$ cat config.mk
export PLATFORM = sky130hd
export DESIGN_NAME = hvd_ctrl
export DESIGN_NICKNAME = d
export VERILOG_FILES = /design/src/logic/hvd_pkg.sv /design/src/logic/hvd_ctrl.sv /design/src/logic/hvd_sync.sv
export VERILOG_INCLUDE_DIRS = /design/src /design/src/logic
export SDC_FILE = /design/constraint.sdc
export NUM_CORES = 1
export LEC_CHECK = 0
export BUFFER_PORTS_ARGS = -buffer_cell sky130_fd_sc_hd__buf_2
export CORE_ASPECT_RATIO = 1.25
export CORE_MARGIN = 2
export CORE_UTILIZATION = 58
export CTS_BUF_LIST = sky130_fd_sc_hd__clkbuf_8
export DETAILED_ROUTE_END_ITERATION = 10
export PLACE_DENSITY = 0.86
export SETUP_SLACK_MARGIN = 0.5
export SLEW_MARGIN = 40
export SYNTH_ARGS = -nofsm -noshare
export SYNTH_HDL_FRONTEND = slang
export SYNTH_SLANG_ARGS = --single-unit
$ cat constraint.sdc
create_clock -name clk -period 2.5 [get_ports clk]
set_input_delay 0.125 -clock clk [delete_from_list [all_inputs] [get_ports clk]]
set_output_delay 0.125 -clock clk [all_outputs]
set_load 0.02 [all_outputs]
$ cat src/logic/hvd_defines.svh
// Offsets, field positions, reset values, range voltages and code span of the DAC control block
`ifndef HVD_DEFINES_SVH
`define HVD_DEFINES_SVH
`define HVD_ADDR_NOP        3'h0
`define HVD_ADDR_INPUT      3'h1
`define HVD_ADDR_CTRL       3'h7
`define HVD_CTRL_RESET      7'h40
`define HVD_CODE_RESET      12'h000
`define HVD_BIT_THERM       0
`define HVD_BIT_PWR         2
`define HVD_BIT_CLAMP       6
`define HVD_CTRL_WMASK      7'h44
`define HVD_RANGE_LO_V      30
`define HVD_RANGE_HI_V      60
`define HVD_CODE_SPAN       4096
`endif

$ cat src/logic/hvd_pkg.sv
// Types shared by the DAC control block
package hvd_pkg;
  typedef struct packed {
    logic [2:0]  addr;
    logic [11:0] data;
  } hvd_wr_t;
  typedef struct packed {
    logic        powered;
    logic        clamp_gnd;
    logic        tristate;
    logic        range_30v;
    logic [11:0] code;
  } hvd_out_t;
endpackage : hvd_pkg

$ cat src/logic/hvd_ctrl.sv
// Control, update and thermal logic of the high-voltage DAC
`timescale 1ns/1ps
`default_nettype none
`include "hvd_defines.svh"
module hvd_ctrl (
  input  wire logic           clk,             // 200 MHz block clock
  input  wire logic           srst,            // Synchronous reset, active high
  input  wire logic           wr_stb,          // Decoded frame write strobe
  input  wire hvd_pkg::hvd_wr_t wr,            // Address and data of the write
  input  wire logic [2:0]     rd_addr,         // Readback address
  input  wire logic           rd_stb,          // Readback strobe
  output var  logic [11:0]    rd_data,         // Readback data, one cycle later
  input  wire logic           load_strobe_n,   // Load pin, async
  input  wire logic           async_clear_n,   // Clear pin, async
  input  wire logic           range_sel,       // Range pin, async, high selects 30 V
  input  wire logic           over_temp,       // Die sensor above trip point, async
  output var  logic           alarm_n,         // Alarm pin, low while tripped
  output var  hvd_pkg::hvd_out_t analog_ctl    // Drive to the analog section
);
  logic       ld_s;
  logic       clr_s;
  logic       rng_s;
  logic       hot_s;
  logic       ld_d_r;
  logic       clr_d_r;
  logic [6:0]  ctrl_r;
  logic [11:0] input_r;
  logic [11:0] dac_r;
  logic        range_r;
  logic        ld_fall;
  logic        clr_fall;
  logic        wr_input;
  logic        wr_ctrl;
  logic        load_now;

  hvd_sync u_ld  (.clk(clk), .srst(srst), .rst_v(1'b1), .d(load_strobe_n), .q(ld_s));
  hvd_sync u_clr (.clk(clk), .srst(srst), .rst_v(1'b1), .d(async_clear_n), .q(clr_s));
  hvd_sync u_rng (.clk(clk), .srst(srst), .rst_v(1'b0), .d(range_sel),     .q(rng_s));
  hvd_sync u_hot (.clk(clk), .srst(srst), .rst_v(1'b0), .d(over_temp),     .q(hot_s));

  always_ff @(posedge clk) begin
    if (srst) begin
      ld_d_r  <= 1'b1;
      clr_d_r <= 1'b1;
    end else begin
      ld_d_r  <= ld_s;
      clr_d_r <= clr_s;
    end
  end

  assign clr_fall = clr_d_r & ~clr_s;
  assign ld_fall  = ld_d_r & ~ld_s;
  assign wr_input = wr_stb && (wr.addr == `HVD_ADDR_INPUT);
  assign wr_ctrl  = wr_stb && (wr.addr == `HVD_ADDR_CTRL);
  // synchronous update when load held low
  assign load_now = ld_fall | (wr_input & ~ld_s);

  always_ff @(posedge clk) begin
    if (srst) begin
      input_r <= `HVD_CODE_RESET;
    end else if (clr_fall) begin
      input_r <= `HVD_CODE_RESET;
    end else if (wr_input) begin
      input_r <= wr.data;
    end
  end

  always_ff @(posedge clk) begin
    if (srst) begin
      dac_r <= `HVD_CODE_RESET;
    end else if (clr_fall) begin
      dac_r <= `HVD_CODE_RESET;
    end else if (load_now) begin
      dac_r <= wr_input ? wr.data : input_r;
    end
  end

  // range latched on each DAC load
  always_ff @(posedge clk) begin
    if (srst) begin
      range_r <= 1'b0;
    end else if (load_now || clr_fall) begin
      range_r <= rng_s;
    end
  end

  // control register; trip set beats clear
  always_ff @(posedge clk) begin
    if (srst) begin
      ctrl_r <= `HVD_CTRL_RESET;
    end else begin
      if (wr_ctrl) begin
        ctrl_r[`HVD_BIT_PWR]   <= wr.data[`HVD_BIT_PWR];
        ctrl_r[`HVD_BIT_CLAMP] <= wr.data[`HVD_BIT_CLAMP];
      end
      if (hot_s) begin
        ctrl_r[`HVD_BIT_THERM] <= 1'b1;
      end else if (wr_ctrl && !wr.data[`HVD_BIT_THERM]) begin
        ctrl_r[`HVD_BIT_THERM] <= 1'b0;
      end
    end
  end

  // readback of control and input registers
  always_ff @(posedge clk) begin
    if (srst) begin
      rd_data <= 12'h000;
    end else if (rd_stb) begin
      unique case (rd_addr)
        `HVD_ADDR_CTRL:  rd_data <= {5'h00, ctrl_r};
        `HVD_ADDR_INPUT: rd_data <= input_r;
        default:         rd_data <= 12'h000;
      endcase
    end else begin
      rd_data <= 12'h000;
    end
  end

  // analog drive; digital path never gated
  always_ff @(posedge clk) begin
    if (srst) begin
      analog_ctl <= '{powered: 1'b0, clamp_gnd: 1'b0, tristate: 1'b1, range_30v: 1'b0, code: 12'h000};
      alarm_n    <= 1'b1;
    end else begin
      analog_ctl.powered   <= ctrl_r[`HVD_BIT_PWR] & ~ctrl_r[`HVD_BIT_THERM];
      analog_ctl.tristate  <= ctrl_r[`HVD_BIT_THERM] |
                              (~ctrl_r[`HVD_BIT_PWR] & ctrl_r[`HVD_BIT_CLAMP]);
      analog_ctl.clamp_gnd <= ~ctrl_r[`HVD_BIT_THERM] & ~ctrl_r[`HVD_BIT_PWR] & ~ctrl_r[`HVD_BIT_CLAMP];
      analog_ctl.range_30v <= range_r;
      analog_ctl.code      <= dac_r;
      alarm_n              <= ~ctrl_r[`HVD_BIT_THERM];
    end
  end

  property p_ctrl_reset;
    @(posedge clk) srst |=> (ctrl_r == `HVD_CTRL_RESET);
  endproperty
  a_ctrl_reset: assert property (p_ctrl_reset) else $error("control reset value wrong");

  property p_code_reset;
    @(posedge clk) srst |=> (input_r == 12'h000 && dac_r == 12'h000);
  endproperty
  a_code_reset: assert property (p_code_reset) else $error("code registers not cleared");

  property p_clear;
    @(posedge clk) disable iff (srst) clr_fall |=> (dac_r == 12'h000 && input_r == 12'h000);
  endproperty
  a_clear: assert property (p_clear) else $error("clear did not zero registers");

  property p_load;
    @(posedge clk) disable iff (srst) (ld_fall && !clr_fall && !wr_input) |=> (dac_r == $past(input_r));
  endproperty
  a_load: assert property (p_load) else $error("load did not copy input");

  property p_sync_upd;
    @(posedge clk) disable iff (srst) (wr_input && !ld_s && !clr_fall) |=> (dac_r == $past(wr.data));
  endproperty
  a_sync_upd: assert property (p_sync_upd) else $error("synchronous update missed");

  property p_hold;
    @(posedge clk) disable iff (srst) (!load_now && !clr_fall) |=> $stable(dac_r) && $stable(range_r);
  endproperty
  a_hold: assert property (p_hold) else $error("DAC or range changed without load");

  property p_trip;
    @(posedge clk) disable iff (srst) hot_s |=> ctrl_r[0] ##1 !alarm_n;
  endproperty
  a_trip: assert property (p_trip) else $error("trip not flagged");

  property p_latch;
    @(posedge clk) disable iff (srst) (ctrl_r[0] && !(wr_ctrl && !wr.data[0])) |=> ctrl_r[0];
  endproperty
  a_latch: assert property (p_latch) else $error("trip flag dropped early");

  property p_shut;
    @(posedge clk) disable iff (srst) ctrl_r[0] |=> (!analog_ctl.powered && analog_ctl.tristate);
  endproperty
  a_shut: assert property (p_shut) else $error("analog not shut down");

  property p_pwr_wr;
    @(posedge clk) disable iff (srst) wr_ctrl |=> (ctrl_r[`HVD_BIT_PWR] == $past(wr.data[`HVD_BIT_PWR]));
  endproperty
  a_pwr_wr: assert property (p_pwr_wr) else $error("power bit not written");

  property p_powered;
    @(posedge clk) disable iff (srst) (ctrl_r[`HVD_BIT_PWR] && !ctrl_r[`HVD_BIT_THERM]) |=>
      (analog_ctl.powered && !analog_ctl.tristate && !analog_ctl.clamp_gnd);
  endproperty
  a_powered: assert property (p_powered) else $error("channel not powered up");

  property p_clamp_wr;
    @(posedge clk) disable iff (srst) wr_ctrl |=> (ctrl_r[`HVD_BIT_CLAMP] == $past(wr.data[`HVD_BIT_CLAMP]));
  endproperty
  a_clamp_wr: assert property (p_clamp_wr) else $error("clamp bit not written");

  property p_resv;
    @(posedge clk) disable iff (srst) ((ctrl_r & ~(`HVD_CTRL_WMASK | 7'h01)) == 7'h00);
  endproperty
  a_resv: assert property (p_resv) else $error("reserved control bit set");

  property p_ctrl_keep;
    @(posedge clk) disable iff (srst) !wr_ctrl |=> $stable(ctrl_r[`HVD_BIT_CLAMP:1]);
  endproperty
  a_ctrl_keep: assert property (p_ctrl_keep) else $error("control bits changed without write");

  property p_down_tri;
    @(posedge clk) disable iff (srst) (!ctrl_r[`HVD_BIT_PWR] && ctrl_r[`HVD_BIT_CLAMP]) |=>
      (analog_ctl.tristate && !analog_ctl.clamp_gnd && !analog_ctl.powered);
  endproperty
  a_down_tri: assert property (p_down_tri) else $error("powered-down output not tristate");

  property p_down_gnd;
    @(posedge clk) disable iff (srst)
      (!ctrl_r[`HVD_BIT_PWR] && !ctrl_r[`HVD_BIT_CLAMP] && !ctrl_r[`HVD_BIT_THERM]) |=>
      (analog_ctl.clamp_gnd && !analog_ctl.tristate && !analog_ctl.powered);
  endproperty
  a_down_gnd: assert property (p_down_gnd) else $error("powered-down output not grounded");

  property p_code_out;
    @(posedge clk) disable iff (srst) 1'b1 |=> (analog_ctl.code == $past(dac_r));
  endproperty
  a_code_out: assert property (p_code_out) else $error("output code differs from DAC register");

  property p_range_out;
    @(posedge clk) disable iff (srst) 1'b1 |=> (analog_ctl.range_30v == $past(range_r));
  endproperty
  a_range_out: assert property (p_range_out) else $error("output range differs from latch");

  property p_range_take;
    @(posedge clk) disable iff (srst) (load_now || clr_fall) |=> (range_r == $past(rng_s));
  endproperty
  a_range_take: assert property (p_range_take) else $error("range not taken at load");

  property p_input_wr;
    @(posedge clk) disable iff (srst) (wr_input && !clr_fall) |=> (input_r == $past(wr.data));
  endproperty
  a_input_wr: assert property (p_input_wr) else $error("input register write lost");

  property p_input_keep;
    @(posedge clk) disable iff (srst) (!wr_input && !clr_fall) |=> $stable(input_r);
  endproperty
  a_input_keep: assert property (p_input_keep) else $error("input register changed without write");

  property p_down_wr;
    @(posedge clk) disable iff (srst) (wr_input && !ld_s && !clr_fall && !ctrl_r[`HVD_BIT_PWR]) |=>
      (dac_r == $past(wr.data));
  endproperty
  a_down_wr: assert property (p_down_wr) else $error("update refused while powered down");

  property p_nop;
    @(posedge clk) disable iff (srst) (wr_stb && !wr_input && !wr_ctrl && !clr_fall) |=>
      ($stable(input_r) && $stable(ctrl_r[`HVD_BIT_CLAMP:1]));
  endproperty
  a_nop: assert property (p_nop) else $error("no-operation write changed a register");

  property p_rd_ctrl;
    @(posedge clk) disable iff (srst) (rd_stb && rd_addr == `HVD_ADDR_CTRL) |=>
      (rd_data == {5'h00, $past(ctrl_r)});
  endproperty
  a_rd_ctrl: assert property (p_rd_ctrl) else $error("control readback wrong");

  property p_rd_input;
    @(posedge clk) disable iff (srst) (rd_stb && rd_addr == `HVD_ADDR_INPUT && !ctrl_r[`HVD_BIT_PWR]) |=>
      (rd_data == $past(input_r));
  endproperty
  a_rd_input: assert property (p_rd_input) else $error("readback lost while powered down");

  property p_rd_trip;
    @(posedge clk) disable iff (srst) (rd_stb && rd_addr == `HVD_ADDR_CTRL && ctrl_r[`HVD_BIT_THERM]) |=>
      (rd_data[`HVD_BIT_THERM] && rd_data[11:7] == 5'h00);
  endproperty
  a_rd_trip: assert property (p_rd_trip) else $error("readback wrong in shutdown");

  property p_rd_other;
    @(posedge clk) disable iff (srst) (rd_stb && rd_addr != `HVD_ADDR_CTRL && rd_addr != `HVD_ADDR_INPUT) |=>
      (rd_data == 12'h000);
  endproperty
  a_rd_other: assert property (p_rd_other) else $error("unmapped readback not zero");

  property p_rd_idle;
    @(posedge clk) disable iff (srst) !rd_stb |=> (rd_data == 12'h000);
  endproperty
  a_rd_idle: assert property (p_rd_idle) else $error("read data outside its cycle");

  property p_clr_win;
    @(posedge clk) disable iff (srst) (clr_fall && ld_fall) |=>
      (dac_r == `HVD_CODE_RESET && input_r == `HVD_CODE_RESET);
  endproperty
  a_clr_win: assert property (p_clr_win) else $error("load won over clear");

  property p_alarm;
    @(posedge clk) disable iff (srst) 1'b1 |=> (alarm_n == !$past(ctrl_r[`HVD_BIT_THERM]));
  endproperty
  a_alarm: assert property (p_alarm) else $error("alarm differs from flag");

  property p_flag_clr;
    @(posedge clk) disable iff (srst) (wr_ctrl && !wr.data[`HVD_BIT_THERM] && !hot_s) |=> !ctrl_r[`HVD_BIT_THERM];
  endproperty
  a_flag_clr: assert property (p_flag_clr) else $error("flag not cleared by write");

  property p_srst_out;
    @(posedge clk) srst |=>
      (analog_ctl.tristate && !analog_ctl.powered && !analog_ctl.clamp_gnd && alarm_n);
  endproperty
  a_srst_out: assert property (p_srst_out) else $error("outputs wrong after reset");

  property p_pwr_keep;
    @(posedge clk) disable iff (srst) (wr_ctrl && !ld_fall && !clr_fall) |=> $stable(dac_r);
  endproperty
  a_pwr_keep: assert property (p_pwr_keep) else $error("control write changed DAC register");
endmodule : hvd_ctrl
`default_nettype wire

$ cat src/logic/hvd_sync.sv
// Two-flop synchroniser for asynchronous pin inputs
`timescale 1ns/1ps
`default_nettype none
module hvd_sync (
  input  wire logic clk,   // Block clock
  input  wire logic srst,  // Synchronous reset
  input  wire logic rst_v, // Value taken at reset
  input  wire logic d,     // Asynchronous input
  output var  logic q      // Synchronised output
);
  logic meta_r;
  always_ff @(posedge clk) begin
    if (srst) begin
      meta_r <= rst_v;
      q      <= rst_v;
    end else begin
      meta_r <= d;
      q      <= meta_r;
    end
  end
endmodule : hvd_sync
`default_nettype wire

==> flow_summary.yaml <==
clock_tree:
  numCtsBuffers: 9
  cts_tree: "yes"
  clkSinkCount: 67
  clock_tree.buffer_depth: 2
  clkLatencyLatePin_ns: 0.32
  h_tree_level_count: 3
  clk_pin_slew_worst_paths_ns: 0.06
  clockRootBuffer: "clkbuf_8"
synth:
  synthSimpleGateAreaFrac_pct: 19.2
  synth_cell_types: 26
  compound_gate_portion_of_the_synthesized_area_pct: 11.9
  synthCells: 207
  syn-mean-instance-area_sq_um: 11.0
  seq_area_frac_synth_pct: 59.1
  xor_xnor_fraction_of_synth_area_pct: 0
  netlist_area_sq_um: 2270
  synth-adder-area-share_pct: 0
  synth.net_count: 233
  main_combinational_cell_family_by_area_after_synthesis: "simple AND/OR/NAND/NOR gates"
  postSynthRegisterBits: 67
  yosysWarningCount: 0
  yosys-mux-area-fraction_pct: 6.17
sta:
  worst_slew_margin_rel_pct: 64.5
  worst_clock_skew_ns: 0.00559
  final-max-slew-violation-count: 0
  setup-violations-final: 0
  finalHoldWorstSlack_ns: 0.0121
  finalWorstSetupSlack_ns: 1.26
  final.period_utilization_pct: 49.6
  hold_violations: 0
  final_period_minus_worst_setup_slack_ns: 1.24
  grt_setup_unrepaired: "false"
  setup_total_negative_slack_ns: 0
  timing_worst_slew_pin_value_ns: 0.530
  maxClockFrequency_ghz: 0.806
global_route:
  first_global_vias: 1482
  globalRouteOverflowTotal: 0
  grt_max_degree: 29
  antenna_violations_before_repair: 0
  grt_pass1_wl_mm: 6.53
  grt.total_usage_pct: 20.3
job:
  max_cap_violations: 0
routing:
  drt_pass1_iterations: 4
  number_of_drc_markers_in_iteration_0: 32
  number_of_vias_after_detailed_routing: 1613
  drc: 0
  post_drt_wl_per_cell_microns: 13.6
  route.antenna.remaining_nets: 0
  postRouteWirelength_mm: 4.18
  route.detailed.vias_per_inst: 5.24
worst_setup_path:
  crit_path_end_kind: "flop"
  worst_setup_sp: "u_ld.q"
  worstPathMaxFanout: 15
  worst_setup_path_start_kind: "flop"
  critical_path.reg2reg.startpoint: "u_ld.q"
  required_ns: 2.70
  critical_path_arrival_ns: 1.44
  path_class: "flop to flop"
placed_design:
  globalplace.congestion: 0.735
  place_worst_setup_slack_ns: 1.04
  port-buffer-count: 54
  post-dp-hpwl_mm: 2.78
final_layout:
  layout.cells.most_common_list: "dfxtp_1 (67), buf_2 (54), nor2b_1 (18)"
  layout_commonest_cell: "dfxtp_1"
  flow.area_growth_from_synthesis_pct: 21.5
  fin_util_pct: 73.5
  post_route_cells_drive_above_1_share_pct: 36.6
  nets: 291
  antennaDiodeCount: 0
floorplanning:
  placementRows: 25
  core_region_area_sq_um: 3750
  floorplan.io_pins: 55
  initial_utilization_pct: 60.5
  die-area_sq_um: 4430
  die_h_microns: 73.9
  floorplan.die.width_microns: 60.0
worst_hold_path:
  min-delay-start: "over_temp"
  timing.hold.worst.class: "primary input to flop"
power_and_ir_drop:
  power.density_nw_per_um2: 766
  power.static_leakage_nw: 1.17
  vdd_drop_max_uv: 531
  post-layout-total-power_mw: 2.11
status:
  outcome: "complete, no violations"
worst max-delay path: stages (launching register included):
cell	delay (ns)
dfxtp_1	0.30
inv_1	0.36
o21a_4	0.34
o22ai_1	0.12
stage by stage:
| step | area, sq um | instances |
|---|---|---|
| 4_1_cts | 2760 | 308 |
| 5_1_grt | 2760 | 308 |
| 3_3_place_gp | 2540 | 292 |
| 3_5_place_dp | 2540 | 292 |
| 2_1_floorplan | 2270 | 207 |
| 6_report | 2760 | 308 |
registers in the layout (all words and copies together), names as in the netlist, 3 cells and up:
| name | flops |
|---|---|
| analog_ctl | 16 |
| ctrl_r | 3 |
| dac_r | 12 |
| input_r | 12 |
| rd_data | 12 |
synthesized netlist by cell type:
library cell,instances,area share [%]
buf_2,3,0.66
nand2_1,8,1.3
nand3_1,3,0.66
o21a_4,1,0.66
buf_6,3,1.5
a211oi_2,9,5.0
nand3b_1,1,0.33
nor4_1,1,0.28
o21ai_0,2,0.44
inv_1,4,0.66
a211oi_1,3,0.99
and2_1,10,2.8
o211ai_1,1,0.33
nand2b_1,1,0.28
and4bb_1,1,0.55
clkbuf_1,5,0.83
or2_2,17,4.7
o22ai_1,13,3.6
nor2_1,15,2.5
a21oi_1,4,0.88
nor3_1,1,0.22
nor2b_1,18,5.0
nand4_1,1,0.28
dfxtp_1,67,59
mux2i_1,14,6.2
nor3_2,1,0.44
area by class of cell:
class | count | area [sq um]
clock buffers | 12 | 165
clock inverters | 2 | 35.0
fillers | 270 | 996
inverters | 4 | 15.0
multi-input cells | 125 | 846
flip-flops and latches | 67 | 1340
well taps | 40 | 50.0
repair buffers | 58 | 305
per-layer routing:
| layer | part of all wire, % | global-route usage, % | up-vias |
|---|---|---|---|
| met4 | 1.7 | 10.6 | 0 |
| met2 | 53 | 33.3 | 36 |
| met3 | 2.7 | 6.61 | 6 |
| met5 | 0 | 0 | - |
| met1 | 43 | 23.4 | 753 |
| li1 | - | - | 818 |
where the power goes:
group	total [mW]	leakage, nW	internal (mW)	switching, mW
logic	0.126	0.521	0.0560	0.0705
clock network	0.878	0.104	0.529	0.348
registers	1.11	0.544	1.10	0.0136
total	2.11	1.17	1.68	0.432
what timing repair did:
action	in CTS	in global routing
setup buffers	0	0
hold endpoints to repair	2	0
hold buffers	2	0
gates resized for setup	0	0
worst paths after layout:
kind | endpoint | cells past startpoint | slack (ns)
min | u_hot.meta_r | 2 | 0.01
min reg2reg | u_ld.q | 1 | 0.41
max reg2reg | range_r | 3 | 1.26
max | range_r | 3 | 1.26
kinds of logic (layout without fill, tap and decap cells):
group                  Yosys count  after routing
AND/OR/NAND/NOR                 78             78
buffers and inverters           15             76
AO/OA/AOI/OAI                   33             33
flip-flops                      67             67
multiplexers                    14             14
Power figures use the tool's default switching activity.
